File: src/shared/wdcc_defines.vh
// Constants for the wake, duty-cycle and clock-output configuration block.
// Assumes a 250 MHz ref_clk and 16-bit serial command words, MSB first.
// Overview of operation
// (RQ1) After reset the clock output pin is running by default.
// (RQ2) Power bit 0 is active low: 1 stops clock output, 0 runs it.
// (RQ3) While clock output runs, the crystal oscillator stays on regardless of its enable.
// (RQ4) Words with top bits 111b write the wake interval register.
// (RQ5) Host keeps the wake exponent in bits 12..8 within 0 to 29.
// (RQ6) Wake interval bits 7..0 hold an eight-bit multiplier, 0 to 255.
// (RQ7) Wake timer expires after 1.03 ms times multiplier times two-to-exponent, plus 0.5 ms.
// (RQ8) Host clears then sets the wake timer enable to re-arm each interval.
// (RQ9) Upper byte 11001000b writes the duty-cycle register.
// (RQ10) Duty register: seven-bit on-time multiplier in 7..1, mode enable in bit 0.
// (RQ11) Host keeps receiver chain off and wake timer on before duty mode.
// (RQ12) In duty mode each expiry opens a receive window, then sleeps again, repeating.
// (RQ13) Receive on-time ratio is twice duty multiplier plus one over wake multiplier.
// (RQ14) Upper byte 11000000b writes the battery threshold and clock frequency register.
// (RQ15) Bits 7..5 select clock output from 10 MHz down to 1 MHz.
// (RQ16) Host writes zero into reserved bit 4 of the battery/clock register.
// (RQ17) Four-bit battery code sets threshold at 2.25 V plus 0.1 V per step.
// (RQ18) Low battery flag is status bit 10, set 50 mV below threshold.
// (RQ19) Low battery detection runs only while the detector enable bit is set.
// (RQ20) Power bit 1 enables the wake timer circuit; 0 disables it.
// (RQ21) While in reset, serial command words are ignored.
// (RQ22) Only the addressed register updates, and only after all sixteen bits.
`ifndef WDCC_DEFINES_VH
`define WDCC_DEFINES_VH

`define WDCC_PFX_POWER      8'h82
`define WDCC_PFX_WAKE       3'h7
`define WDCC_PFX_DUTY       8'hc8
`define WDCC_PFX_BATT       8'hc0

`define WDCC_RST_POWER      16'h8208
`define WDCC_RST_WAKE       16'he196
`define WDCC_RST_DUTY       16'hc80e
`define WDCC_RST_BATT       16'hc000

`define WDCC_BIT_CLKOUT_DIS 0
`define WDCC_BIT_WAKE_ON    1
`define WDCC_BIT_BATT_ON    2
`define WDCC_BIT_OSC_ON     3
`define WDCC_BIT_RX_ON      7
`define WDCC_BIT_DUTY_ON    0
`define WDCC_BIT_BATT_LOW   10

`define WDCC_CLK_NS         4
`define WDCC_WAKE_UNIT_NS   1030000
`define WDCC_WAKE_OFS_NS    500000
`define WDCC_WAKE_UNIT_CYC  ((`WDCC_WAKE_UNIT_NS + `WDCC_CLK_NS - 1) / `WDCC_CLK_NS)
`define WDCC_WAKE_OFS_CYC   ((`WDCC_WAKE_OFS_NS + `WDCC_CLK_NS - 1) / `WDCC_CLK_NS)

`define WDCC_CMD_BITS       5'd16

`endif

File: src/rtl/wdcc_config.v
// Serial command decoder and configuration registers for clock output,
// wake timer, duty-cycle receive and battery threshold.
// Assumes sclk, sdi, sel_n come from the host unsynchronised.
// Also assumes supply_below_thr comes from an analog comparator, untimed.
// Register contents are write-only; only status bit 10 is reported back.
// Wake and offset times are counted in ref_clk cycles set by parameters.
`timescale 1ns/1ns
`include "wdcc_defines.vh"

module wdcc_config #(
  parameter [19:0] WAKE_UNIT_CYC = `WDCC_WAKE_UNIT_CYC,
  parameter [19:0] WAKE_OFS_CYC  = `WDCC_WAKE_OFS_CYC
) (
  input  wire        ref_clk,
  input  wire        resetn,
  // Host serial port
  input  wire        sclk,
  input  wire        sdi,
  input  wire        sel_n,
  // Analog comparator
  input  wire        supply_below_thr,
  // Control and status outputs
  output reg         clk_out,
  output reg         crystal_osc_run,
  output reg         rx_chain_active,
  output reg         battery_detect_run,
  output reg  [3:0]  battery_threshold_code,
  output reg  [2:0]  clk_out_freq_sel,
  output reg  [15:0] status_word,
  output reg         wake_event
);

  // Wake timer phases: idle, fixed offset, interval units, receive window.
  // Binary codes; the receive window is used in duty mode only.
  localparam [1:0] ST_IDLE = 2'd0;
  localparam [1:0] ST_OFS  = 2'd1;
  localparam [1:0] ST_CNT  = 2'd2;
  localparam [1:0] ST_RXW  = 2'd3;

  // Units to count: value times two to the exponent
  // Exponents up to 30 still fit the 38-bit result
  function [37:0] scaled;
    input [7:0] val;
    input [4:0] expo;
    begin
      scaled = {30'h0000_0000, val} << expo;
    end
  endfunction

  // Clock output period in ref_clk cycles
  function [7:0] clk_div;
    input [2:0] sel;
    begin
      case (sel)
        3'h7:    clk_div = 8'd25;
        3'h6:    clk_div = 8'd50;
        3'h5:    clk_div = 8'd75;
        3'h4:    clk_div = 8'd100;
        3'h3:    clk_div = 8'd125;
        3'h2:    clk_div = 8'd150;
        3'h1:    clk_div = 8'd200;
        default: clk_div = 8'd250;
      endcase
    end
  endfunction

  // Upper-byte command code match
  function pfx8_hit;
    input [15:0] w;
    input [7:0]  pfx;
    begin
      pfx8_hit = (w[15:8] == pfx);
    end
  endfunction

  // Synchroniser stages
  reg [2:0]  sclk_sync_q;
  reg [1:0]  sdi_sync_q;
  reg [1:0]  sel_sync_q;
  reg [1:0]  batt_sync_q;

  // Serial receive
  reg [15:0] shift_q;
  reg [4:0]  bit_cnt_q;

  // Stored configuration words
  reg [15:0] power_q;
  reg [15:0] wake_q;
  reg [15:0] duty_q;
  reg [15:0] batt_q;

  // Wake timer
  reg [1:0]  state_q;
  reg [19:0] cyc_q;
  reg [37:0] unit_q;
  reg [37:0] target_q;
  reg        wake_on_dly_q;

  // Clock divider
  reg [7:0]  div_q;

  // Decode of the synchronised serial port and the stored fields
  wire        sclk_rise = sclk_sync_q[1] & ~sclk_sync_q[2];
  wire [15:0] word      = {shift_q[14:0], sdi_sync_q[1]};
  wire        last_bit  = sclk_rise & ~sel_sync_q[1] & (bit_cnt_q == `WDCC_CMD_BITS - 5'd1);
  wire        wake_on   = power_q[`WDCC_BIT_WAKE_ON];
  wire        duty_on   = duty_q[`WDCC_BIT_DUTY_ON];
  wire        clk_en    = ~power_q[`WDCC_BIT_CLKOUT_DIS];
  wire        unit_tick = (cyc_q == WAKE_UNIT_CYC - 20'd1);
  wire [37:0] wake_len  = scaled(wake_q[7:0], wake_q[12:8]); // RQ7
  wire [37:0] rxw_len   = scaled({duty_q[7:1], 1'b1}, wake_q[12:8]); // RQ13
  wire [7:0]  div_max   = clk_div(batt_q[7:5]) - 8'd1;

  // Synchronisers; only the second stage feeds logic.
  // Serial clock keeps a third stage so its rising edge can be found.
  always @(posedge ref_clk) begin
    if (!resetn) begin
      sclk_sync_q <= 3'h0;
    end else begin
      sclk_sync_q <= {sclk_sync_q[1:0], sclk};
    end
  end

  always @(posedge ref_clk) begin
    if (!resetn) begin
      sdi_sync_q <= 2'h0;
    end else begin
      sdi_sync_q <= {sdi_sync_q[0], sdi};
    end
  end

  // Select resets to idle high so reset release starts no word
  always @(posedge ref_clk) begin
    if (!resetn) begin
      sel_sync_q <= 2'h3;
    end else begin
      sel_sync_q <= {sel_sync_q[0], sel_n};
    end
  end

  // Comparator output is analog-side, so it is treated as asynchronous
  always @(posedge ref_clk) begin
    if (!resetn) begin
      batt_sync_q <= 2'h0;
    end else begin
      batt_sync_q <= {batt_sync_q[0], supply_below_thr};
    end
  end

  // Serial shift; bits past sixteen are dropped until select goes high
  always @(posedge ref_clk) begin
    if (!resetn) begin
      shift_q <= 16'h0000; // RQ21
    end else if (!sel_sync_q[1] && sclk_rise && bit_cnt_q != `WDCC_CMD_BITS) begin
      shift_q <= word;
    end
  end

  // Counter clears on deselect, so a cut word never reaches sixteen
  always @(posedge ref_clk) begin
    if (!resetn) begin
      bit_cnt_q <= 5'd0; // RQ21
    end else if (sel_sync_q[1]) begin
      bit_cnt_q <= 5'd0;
    end else if (sclk_rise && bit_cnt_q != `WDCC_CMD_BITS) begin
      bit_cnt_q <= bit_cnt_q + 5'd1;
    end
  end

  // Register writes, committed on the sixteenth bit only.
  // Each register has its own process so a word can only touch its target.
  always @(posedge ref_clk) begin
    if (!resetn) begin
      power_q <= `WDCC_RST_POWER; // RQ1
    end else if (last_bit && pfx8_hit(word, `WDCC_PFX_POWER)) begin // RQ22
      power_q <= word; // RQ2 RQ20 RQ19
    end
  end

  // Wake register decodes a three-bit code, unlike the others
  always @(posedge ref_clk) begin
    if (!resetn) begin
      wake_q <= `WDCC_RST_WAKE;
    end else if (last_bit && word[15:13] == `WDCC_PFX_WAKE) begin // RQ22
      wake_q <= word; // RQ4 RQ6
    end
  end

  always @(posedge ref_clk) begin
    if (!resetn) begin
      duty_q <= `WDCC_RST_DUTY;
    end else if (last_bit && pfx8_hit(word, `WDCC_PFX_DUTY)) begin // RQ22
      duty_q <= word; // RQ9 RQ10
    end
  end

  // Reserved bit 4 is stored as written; nothing reads it
  always @(posedge ref_clk) begin
    if (!resetn) begin
      batt_q <= `WDCC_RST_BATT;
    end else if (last_bit && pfx8_hit(word, `WDCC_PFX_BATT)) begin // RQ22
      batt_q <= word; // RQ14 RQ17
    end
  end

  // Wake timer: offset phase, then interval units, then optional receive window.
  // One-shot unless duty mode is on; host re-arms by toggling the enable.
  always @(posedge ref_clk) begin
    if (!resetn) begin
      state_q       <= ST_IDLE;
      cyc_q         <= 20'd0;
      unit_q        <= 38'd0;
      target_q      <= 38'd0;
      wake_on_dly_q <= 1'b0;
      wake_event    <= 1'b0;
    end else begin
      wake_on_dly_q <= wake_on;
      wake_event    <= 1'b0;
      case (state_q)
        ST_IDLE: begin
          cyc_q <= 20'd0;
          // Arms only on the enable's rising edge
          if (wake_on && !wake_on_dly_q) begin
            state_q <= ST_OFS; // RQ8
          end
        end
        ST_OFS: begin
          // Fixed offset first, then the scaled interval
          if (cyc_q == WAKE_OFS_CYC - 20'd1) begin
            cyc_q    <= 20'd0;
            unit_q   <= 38'd0;
            target_q <= wake_len;
            state_q  <= ST_CNT;
          end else begin
            cyc_q <= cyc_q + 20'd1;
          end
        end
        ST_CNT: begin
          // Target latched at the start so a rewrite mid-count has no effect
          if (unit_q == target_q) begin
            wake_event <= 1'b1; // RQ7
            cyc_q      <= 20'd0;
            unit_q     <= 38'd0;
            target_q   <= rxw_len;
            state_q    <= duty_on ? ST_RXW : ST_IDLE; // RQ12
          end else if (unit_tick) begin
            cyc_q  <= 20'd0;
            unit_q <= unit_q + 38'd1;
          end else begin
            cyc_q <= cyc_q + 20'd1;
          end
        end
        ST_RXW: begin
          // Leave on the last unit's tick so the window is exactly its units long
          if (!duty_on || (unit_tick && unit_q == target_q - 38'd1)) begin
            cyc_q   <= 20'd0;
            state_q <= duty_on ? ST_OFS : ST_IDLE; // RQ12
          end else if (unit_tick) begin
            cyc_q  <= 20'd0;
            unit_q <= unit_q + 38'd1;
          end else begin
            cyc_q <= cyc_q + 20'd1;
          end
        end
        default: state_q <= ST_IDLE;
      endcase
      // Disabling the timer wins over any phase
      if (!wake_on) begin
        state_q <= ST_IDLE; // RQ20
      end
    end
  end

  // Clock output divider; odd periods give a one-cycle duty skew.
  // Counter parks at zero while off, so re-enabling starts a full high phase.
  always @(posedge ref_clk) begin
    if (!resetn) begin
      div_q <= 8'd0;
    end else if (!clk_en || div_q >= div_max) begin
      div_q <= 8'd0;
    end else begin
      div_q <= div_q + 8'd1;
    end
  end

  always @(posedge ref_clk) begin
    if (!resetn) begin
      clk_out <= 1'b0;
    end else begin
      clk_out <= clk_en & (div_q <= {1'b0, div_max[7:1]}); // RQ15 RQ2
    end
  end

  // Registered control and status outputs, one process each
  always @(posedge ref_clk) begin
    if (!resetn) begin
      crystal_osc_run <= 1'b1; // RQ1
    end else begin
      crystal_osc_run <= power_q[`WDCC_BIT_OSC_ON] | clk_en; // RQ3
    end
  end

  // Receive window only counts while duty mode is still on
  always @(posedge ref_clk) begin
    if (!resetn) begin
      rx_chain_active <= 1'b0;
    end else begin
      rx_chain_active <= power_q[`WDCC_BIT_RX_ON] | (duty_on & (state_q == ST_RXW)); // RQ12
    end
  end

  always @(posedge ref_clk) begin
    if (!resetn) begin
      battery_detect_run <= 1'b0;
    end else begin
      battery_detect_run <= power_q[`WDCC_BIT_BATT_ON]; // RQ19
    end
  end

  always @(posedge ref_clk) begin
    if (!resetn) begin
      battery_threshold_code <= 4'h0;
    end else begin
      battery_threshold_code <= batt_q[3:0]; // RQ17
    end
  end

  always @(posedge ref_clk) begin
    if (!resetn) begin
      clk_out_freq_sel <= 3'h0;
    end else begin
      clk_out_freq_sel <= batt_q[7:5]; // RQ15
    end
  end

  // Only the low-battery bit is live; the rest of the status word reads zero
  always @(posedge ref_clk) begin
    if (!resetn) begin
      status_word <= 16'h0000;
    end else begin
      status_word                     <= 16'h0000;
      status_word[`WDCC_BIT_BATT_LOW] <= power_q[`WDCC_BIT_BATT_ON] & batt_sync_q[1]; // RQ18 RQ19
    end
  end

endmodule // wdcc_config

File: config.mk
export PLATFORM = sky130hd
export DESIGN_NAME = wdcc_config
export DESIGN_NICKNAME = d
export VERILOG_FILES = /design/src/rtl/wdcc_config.v
export VERILOG_INCLUDE_DIRS = /design/src /design/src/shared
export SDC_FILE = /design/constraint.sdc
export NUM_CORES = 1
export LEC_CHECK = 0
export BUFFER_PORTS_ARGS = -buffer_cell sky130_fd_sc_hd__buf_2
export CORE_ASPECT_RATIO = 0.5
export CORE_MARGIN = 2
export CORE_UTILIZATION = 42
export CTS_BUF_LIST = sky130_fd_sc_hd__clkbuf_2 sky130_fd_sc_hd__clkbuf_4 sky130_fd_sc_hd__clkbuf_8
export CTS_CLUSTER_DIAMETER = 60
export DETAILED_ROUTE_END_ITERATION = 6
export PLACE_DENSITY_LB_ADDON = 0.12
export SLEW_MARGIN = 0
export SYNTH_ARGS = -nofsm -noshare
export SYNTH_HDL_FRONTEND = slang
export SYNTH_SLANG_ARGS = --single-unit
File: constraint.sdc
create_clock -name ref_clk -period 3.9 [get_ports ref_clk]
set_input_delay 0.195 -clock ref_clk [delete_from_list [all_inputs] [get_ports ref_clk]]
set_output_delay 0.195 -clock ref_clk [all_outputs]
set_load 0.05 [all_outputs]
==> flow_results.org, run 1 <==
** Synthesis
- Post-synth top area share :: 36.97%
- Asr flop ratio synth :: 0%
- Number of instances in the synthesized netlist :: 1220
- Top FF cell, synth :: sky130_fd_sc_hd__dfxtp_1
- Post-synthesis instance area :: 9854 sq um
- Among all cell types in the netlist, the one instantiated most often is sky130_fd_sc_hd__dfxtp_1.
- Library cell with the largest summed area after synthesis :: sky130_fd_sc_hd__dfxtp_1
- Each instance of the synthesized netlist takes up on average 8.077 sq um.
- The netlist uses 66 different library cells.
- After synthesis, the cell types taking the most area are sky130_fd_sc_hd__dfxtp_1 (37%), sky130_fd_sc_hd__nor2_1 (5.4%), sky130_fd_sc_hd__nand2_1 (5.4%).
- The synthesized design contains 0 enable-type register cells.
- In the synthesized netlist, the cells that appear most often are sky130_fd_sc_hd__dfxtp_1 (182), sky130_fd_sc_hd__nor2_1 (143), sky130_fd_sc_hd__nand2_1 (141).
- Flip-flop and latch count after synthesis :: 182
- Share of the yosys chip area belonging to registers :: 36.97%
- Yosys warns :: 0

** Global routing
- The first global-routing pass estimated 43170 um of wire.
- Global routing used 21.99% of the available tracks across all layers.
- The number of antenna violations at the first check in global routing came to 0.
- The via count of the first global-routing pass was 8110.
- Entering global routing, the biggest net connects 43 pins.
- Global routing finished with a remaining overflow of 0.

** Clock tree
- Number of buffers added by the clock tree synthesis step :: 17
- The later pin in the worst-skew pair is clocked with a latency of 0.50 ns.
- Clk sink count :: 182
- Clock slew at the register clock pins of the worst setup and hold paths :: 0.10 ns
- CTS H-tree lvls :: 4
- Clock Tree Root :: sky130_fd_sc_hd__clkbuf_8
- TritonCTS built the clock tree.
- Maximum buffer depth of the clock tree :: 2

** Floorplanning
- The floorplan has 39 rows.
- The die covers 24780 sq um.
- For this configuration, the core starts out at a cell density of 42.97%.
- Die Ht :: 112.3 um
- Placeable core region :: 22930 sq um
- Die width :: 220.6 um
- Boundary pin count :: 34

** STA
- Portion of the clock cycle consumed by the worst path in the final layout :: 97.50%
- The hold violation total from the final report was 0.
- At the pin with the least slew margin, the transition time is 1.096 ns.
- Least setup slack across all paths after layout :: 0.09741 ns
- Measured against its own limit, the worst slew margin works out to 26.79%.
- The clock arrives with 0.01383 ns of skew.
- For the final routed database, the setup TNS stands at 0 ns.
- Static timing analysis puts the maximum clock frequency at 263.0 MHz.
- Setup violation total in the final timing report :: 0
- Fin. max-slew vios :: 0
- Subtracting the final worst setup slack from the clock period gives 3.803 ns.

** Route
- The count of nets left with antenna violations once routing finished came out at 0.
- Per-cell routed wire length :: 16.79 um
- DRC errors left :: 0
- The routed design has 25900 um of wire.
- Summing over every cut layer, the via total after detailed routing is 8644.
- Before antenna repair, the detailed router went through 5 iterations.
- In the routed layout, each cell is associated on average with a via count of 5.602.
- DRT iter0 DRCs :: 614

** Power
- IR analysis of the VDD net gives a maximum drop of 325.0 uV.
- In this run the power density over the cells is 306.6 nW/um^2.
- Power, Total :: 0.003311 W
- NetSw :: 0.0008310 W
- The internal portion of the total power is 0.002480 W.
- Static Leak :: 4.167 nW
- Switching share of power :: 25.10%
- Sequential cells burn 56.5% of the power.
- Share of total power in combinational logic :: 2.8%
- Clock share of power :: 40.6%

** Critical path
- At the worst endpoint, the arrival time is 4.20 ns.
- The critical path in this run is classified as flop to flop.
- The worst setup path is launched from a flop.
- Tracing the worst setup path back leads to its startpoint at cyc_q[18].
- At the worst endpoint, the required time is 4.30 ns.
- Count of cells along the worst register-to-register path :: 11
- Worst R2R Setup Slack :: 0.1 ns
- Worst setup EP type :: flop
- The startpoint identified for the worst register-to-register timing path is cyc_q[18].
- Crit path capture :: unit_q[14]
- Along the worst path, the maximum fanout reaches 4.
- In this run the critical register-to-register path is captured at unit_q[14].

** Placement
- Summing all placed instances gives a cell area of 10270 sq um.
- Post-DP HPWL :: 18910 um
- Port buffering added 18 buffers.
- At the end of routability-driven placement, the weighted congestion stood at 0.9001.
- OpenSTA, run right after detailed placement, puts the worst setup slack at 0.06319 ns.

** Min path
- Worst hold path type :: primary input to flop

** Cells and area
- Diodes inserted :: 0
- At the end of the flow the core is filled with cells to 47.09%.
- Final standard cell area without fillers :: 10800 sq um
- P&R area growth vs syn :: 9.586%
- Count of nets after finishing :: 1252
- Cells with a size suffix above 1 make up 8.576% of the layout.

** Flow run
- Number of violations of the max-capacitance limit :: 0

** Outcome
- Run status :: finished clean
-- final cells by class --
cell class / count / area (sq um)
fill: 2262 / 12140
multi-input combinational: 947 / 5847
sequential: 182 / 3643
timing repair buffer: 55 / 440.4
tap: 307 / 384.1
clock buffer: 18 / 241.5
clock inverter: 14 / 167.7
inverter: 20 / 75.07
-- registers in the layout, summed over array words and instances (netlist names), 2 cells and up --
name,count
target_q,38
clk_out_freq_sel,3
sel_sync_q,2
div_q,8
cyc_q,20
power_q,5
batt_q,7
unit_q,38
battery_threshold_code,4
duty_q,8
shift_q,15
sclk_sync_q,3
batt_sync_q,2
bit_cnt_q,5
sdi_sync_q,2
state_q,2
wake_q,13
-- power by group through the flow --
stage | logic, W | registers, W | clock network, W
floorplan | 0.0000841 | 0.00191 | 0
global placement | 0.0000893 | 0.00191 | 0
detailed placement | 0.0000905 | 0.00192 | 0
CTS | 0.0000937 | 0.00187 | 0.00138
global route | 0.000104 | 0.00187 | 0.00146
finish | 0.0000936 | 0.00187 | 0.00135
-- cell usage in the layout, fill, tap and decap left out, types with 26 or more instances in the layout --
| cell type | Yosys | final |
|---|---|---|
| sky130_fd_sc_hd__nand3_1 | 52 | 52 |
| sky130_fd_sc_hd__nor2_1 | 143 | 143 |
| sky130_fd_sc_hd__xnor2_1 | 34 | 34 |
| sky130_fd_sc_hd__dfxtp_1 | 182 | 182 |
| sky130_fd_sc_hd__o211ai_1 | 37 | 37 |
| sky130_fd_sc_hd__nand4_1 | 27 | 27 |
| sky130_fd_sc_hd__nor3_1 | 33 | 33 |
| sky130_fd_sc_hd__mux2i_1 | 47 | 47 |
| sky130_fd_sc_hd__xor2_1 | 47 | 47 |
| sky130_fd_sc_hd__a21oi_1 | 75 | 75 |
| sky130_fd_sc_hd__nand2b_1 | 26 | 26 |
| sky130_fd_sc_hd__buf_4 | 17 | 28 |
| sky130_fd_sc_hd__nand2_1 | 141 | 140 |
-- through the flow --
step,hold WS (ns),cells
final,0.2238,1543
after global routing,0.2134,1543
after CTS,0.1861,1541
after detailed placement,0.3860,1505
after global placement,0.3834,1505
after floorplan,0.2965,1234
-- critical path, stage by stage, from the launching register on --
cell and delay (ns):
sky130_fd_sc_hd__dfxtp_1 0.35, sky130_fd_sc_hd__or4b_1 0.52, sky130_fd_sc_hd__or4b_4 0.54, sky130_fd_sc_hd__nor2_4 0.11, sky130_fd_sc_hd__nand4_1 0.09, sky130_fd_sc_hd__or4_1 0.51, sky130_fd_sc_hd__or4_4 0.55, sky130_fd_sc_hd__o41ai_4 0.42
sky130_fd_sc_hd__a22o_4 0.21, sky130_fd_sc_hd__buf_4 0.11, sky130_fd_sc_hd__nor3_1 0.04, sky130_fd_sc_hd__o221a_2 0.25
-- how the worst min path moves through the flow --
stage,end,start,cells after the start
final,duty_q[1],resetn,3
after global routing,power_q[3],resetn,3
after CTS,duty_q[1],resetn,3
after detailed placement,sel_sync_q[0],sel_n,2
after global placement,sel_sync_q[0],sel_n,2
after floorplan,sel_sync_q[0],sel_n,1
-- layer usage --
metal	global-route usage, %	routed length (um)
met5	0	0
met4	9.067	704
met3	3.848	1208
met2	32.39	11000
met1	31.69	12990
-- cell families after synthesis --
logic type	count (synthesis)	share of synthesized area [%]
flip-flops	182	36.97
buffers and inverters	105	4.837
XOR/XNOR	81	7.199
multiplexers	51	5.231
AO/OA/AOI/OAI	217	14.41
AND/OR/NAND/NOR	560	28.39
adder cells (fa/ha/maj)	23	2.920
other	1	0.03805
-- timing repair --
action | in CTS | in global routing
setup endpoints to repair | 0 | 38
buffers inserted | 0 | 1
resized for setup | 0 | 9
hold buffers | 4 | 0
hold endpoints to repair | 4 | 0
Power figures use the tool's default switching activity.
==> run 2, diff against run 1 <==
--- a/config.mk
+++ b/config.mk
@@ -6,14 +6,14 @@
 export SDC_FILE = /design/constraint.sdc
 export NUM_CORES = 1
 export LEC_CHECK = 0
-export BUFFER_PORTS_ARGS = -buffer_cell sky130_fd_sc_hd__buf_2
 export CORE_ASPECT_RATIO = 0.5
 export CORE_MARGIN = 2
 export CORE_UTILIZATION = 42
 export CTS_BUF_LIST = sky130_fd_sc_hd__clkbuf_2 sky130_fd_sc_hd__clkbuf_4 sky130_fd_sc_hd__clkbuf_8
 export CTS_CLUSTER_DIAMETER = 60
 export DETAILED_ROUTE_END_ITERATION = 6
-export PLACE_DENSITY_LB_ADDON = 0.12
+export DONT_BUFFER_PORTS = 1
+export PLACE_DENSITY_LB_ADDON = 0.05
 export SLEW_MARGIN = 0
 export SYNTH_ARGS = -nofsm -noshare
 export SYNTH_HDL_FRONTEND = slang
==> run 2 against run 1 <==
  * Wire length rose by 3.6%
  * Sequential cell count did not move
  * Clock-buffer cell count unchanged
  * Register-to-register slack barely moved
  * Utilization grew 0.25 points
  * Critical path depth did not move
  * Non-clock buffer count decreased by 11
  * Critical endpoint is now unit_q[11]
  * Global-route usage up 0.14 points
  * Combinational power decreased by 5.7%
  * Clock power about the same
  * Setup slack worse by 0.014 ns
  * Power down 0.32%
==> flow_results.org, run 2 (synthesis gave the netlist of run 1 again) <==
** Outcome
- Run status :: finished clean

** Clock tree
- Maximum buffer depth of the clock tree :: 2
- The root buffer cell chosen for the clock tree is sky130_fd_sc_hd__clkbuf_8.
- CTS H-tree lvls :: 4
- Clock slew at the register clock pins of the worst setup and hold paths :: 0.10 ns
- For this design, the sink count on the clock tree is 182.
- Buffers inserted during clock tree synthesis total 17.
- TritonCTS built the clock tree.
- The clock reaches the later pin of the worst-skew pair after 0.49 ns.

** STA
- For the pin with the worst max-slew slack, the measured transition is 1.001 ns.
- Between clock sinks in the finished design, the worst skew comes to 0.01688 ns.
- Based on the critical path, the design can be clocked at up to 262.0 MHz.
- Fin. max-slew vios :: 0
- Final hold violation count :: 0
- Setup violations remaining at the end of the flow were counted as 0.
- Hold is met by 0.03520 ns.
- Final period demand of the worst path :: 3.816 ns
- Relative max-transition margin :: 33.11%
- Setup total negative slack on the finished layout was measured at 0 ns.
- Portion of the clock cycle consumed by the worst path in the final layout :: 97.85%

** Global routing
- For this run the aggregate overflow at the end of global routing stands at 0.
- Initial antenna violation count :: 0
- Largest net degree at the start of global routing :: 66
- Wire length of the first global-routing pass :: 43090 um
- Global router's overall resource usage :: 22.14%
- Number of global-route vias before repair :: 8008

** Cells and area
- In the layout the commonest cells are sky130_fd_sc_hd__dfxtp_1 (181), sky130_fd_sc_hd__nor2_1 (143), sky130_fd_sc_hd__nand2_1 (140).
- In the final layout, the registers with the most flip-flops are target_q: 38 flops, unit_q: 38 flops, cyc_q: 20 flops.
- Leaving out fill and tap cells, the most frequent cell in the layout is sky130_fd_sc_hd__dfxtp_1.
- Area taken by flip-flops and latches :: 3645 sq um
- The finished layout holds 1532 standard cells, fillers aside.
- For this run, the post-layout net count is 1241.
- From synthesis to final layout, the design area changed by 10.16%.
- Fill cell count :: 2284
- After routing the design area is 10860 sq um.
- Cells with a size suffix above 1 make up 7.592% of the layout.
- In the final layout, the multi-input gates occupy 5858 sq um.
- 0 antenna diodes ended up in the layout.

** Route
- Total iterations of the first detailed-routing run :: 5
- For this run, design rule violations remaining after detail routing come to 0.
- Dividing the detail-routed wire length by the instance count gives 17.51 um.
- Wires add up to 26830 um.
- DR vias :: 8569
- After the first detailed-routing iteration, the DRC count stood at 647.
- The count of nets left with antenna violations once routing finished came out at 0.
- In the routed layout, each cell is associated on average with a via count of 5.593.

** Floorplanning
- The die is 112.3 um tall.
- Placeable core region :: 22930 sq um
- After floorplanning, the core was divided into 39 placement rows.
- Pin placement for this block handled 34 I/O pins.
- The die covers 24780 sq um.
- Initial Utilization :: 42.97%
- The die is 220.6 um wide.

** Placement
- Cells after DPL :: 1481
- Summing all placed instances gives a cell area of 10130 sq um.
- After legalization and detailed placement, the total HPWL measured 18840 um.
- The congestion estimate from routability-driven global placement came to 0.9507.
- Number of buffer cells added on primary ports :: 0

** Power
- Total power divided by cell area :: 304.0 nW/um^2
- VDD sags by at most 258.4 uV.
- Static Leak :: 4.121 nW
- The design draws 0.003300 W.

** Critical path
- Crit-path leading delay family :: simple AND/OR/NAND/NOR gates
- Walking the worst path, the cells encountered are or4b_4 > or4b_4 > nor2_4 > nand4_1 > or4_4 > or4_4 > o41ai_4 > a22o_4 > clkbuf_16 > o211ai_1 > o31ai_1.
- The worst setup path is of the flop to flop kind.
- Cell with the largest stage delay on the worst path :: sky130_fd_sc_hd__or4b_4
- Data on the critical path is required at its endpoint by 4.31 ns.
- STA classifies the critical path startpoint as a flop.
- Along the worst path, the maximum fanout reaches 10.
- For this run, the slowest stage of the critical path takes 0.60 ns.
- Crit path arrival time :: 4.23 ns
- Worst setup EP type :: flop
- WP buf/inv :: 1

** Min path
- Worst hold path type :: primary input to flop

** Flow run
- Across the run, the number of max-cap violations was 0.
==> run 2: per-layer routing <==
metal | track usage [%] | vias up | part of all wire (%) | routed length [um]
met5 | 0 | - | 0 | 0
met4 | 6.711 | 0 | 2.2 | 598
met3 | 4.444 | 37 | 5.2 | 1400
met2 | 33.00 | 212 | 43 | 11490
met1 | 32.12 | 4027 | 50 | 13340
li1 | - | 4293 | - | -
==> run 2: final cells by class <==
class,count,share of cell area (%)
well taps,307,3.538
inverters,20,0.6916
multi-input cells,947,53.97
repair buffers,44,4.449
clock inverters,14,1.556
clock buffers,18,2.225
flip-flops and latches,182,33.58
==> run 2: repair_timing <==
action	in CTS	in global routing
endpoints found under the setup margin	0	39
hold endpoints to repair	76	0
resized for setup	0	10
hold buffers	11	0
setup buffers	0	4
==> run 2: stage by stage <==
stage               worst slack (ns)  utilization (%)
CTS                        0.0001115            46.53
global placement              0.1727            44.18
detailed placement           0.01904            44.18
floorplan                     0.2418                -
finish                       0.08383            47.33
global route                -0.03245            47.33
==> run 2: where the power goes <==
group | switching [W] | internal [W]
Combinational | 0.0000686 | 0.0000198
Sequential | 0.00000911 | 0.00186
Clock | 0.000745 | 0.000594
Total | 0.000822 | 0.00248
==> run 2: path summary, 6_finish.rpt <==
| kind | startpoint | endpoint | slack, ns | depth (start not counted) |
|---|---|---|---|---|
| setup / recovery | cyc_q[12] | unit_q[11] | 0.08 | 11 |
| hold / removal | resetn | wake_q[8] | 0.04 | 2 |
| setup reg to reg | cyc_q[12] | unit_q[11] | 0.08 | 11 |
| hold reg to reg | sdi_sync_q[0] | sdi_sync_q[1] | 0.43 | 1 |
==> run 2: worst register-to-register path: stages (launching register included) <==
cell                        delay [ns]
sky130_fd_sc_hd__dfxtp_1          0.33
sky130_fd_sc_hd__or4b_4           0.55
sky130_fd_sc_hd__or4b_4           0.60
sky130_fd_sc_hd__nor2_4           0.13
sky130_fd_sc_hd__nand4_1          0.11
sky130_fd_sc_hd__or4_4            0.49
sky130_fd_sc_hd__or4_4            0.44
sky130_fd_sc_hd__o41ai_4          0.42
sky130_fd_sc_hd__a22o_4           0.29
sky130_fd_sc_hd__clkbuf_16        0.20
sky130_fd_sc_hd__o211ai_1         0.09
sky130_fd_sc_hd__o31ai_1          0.09
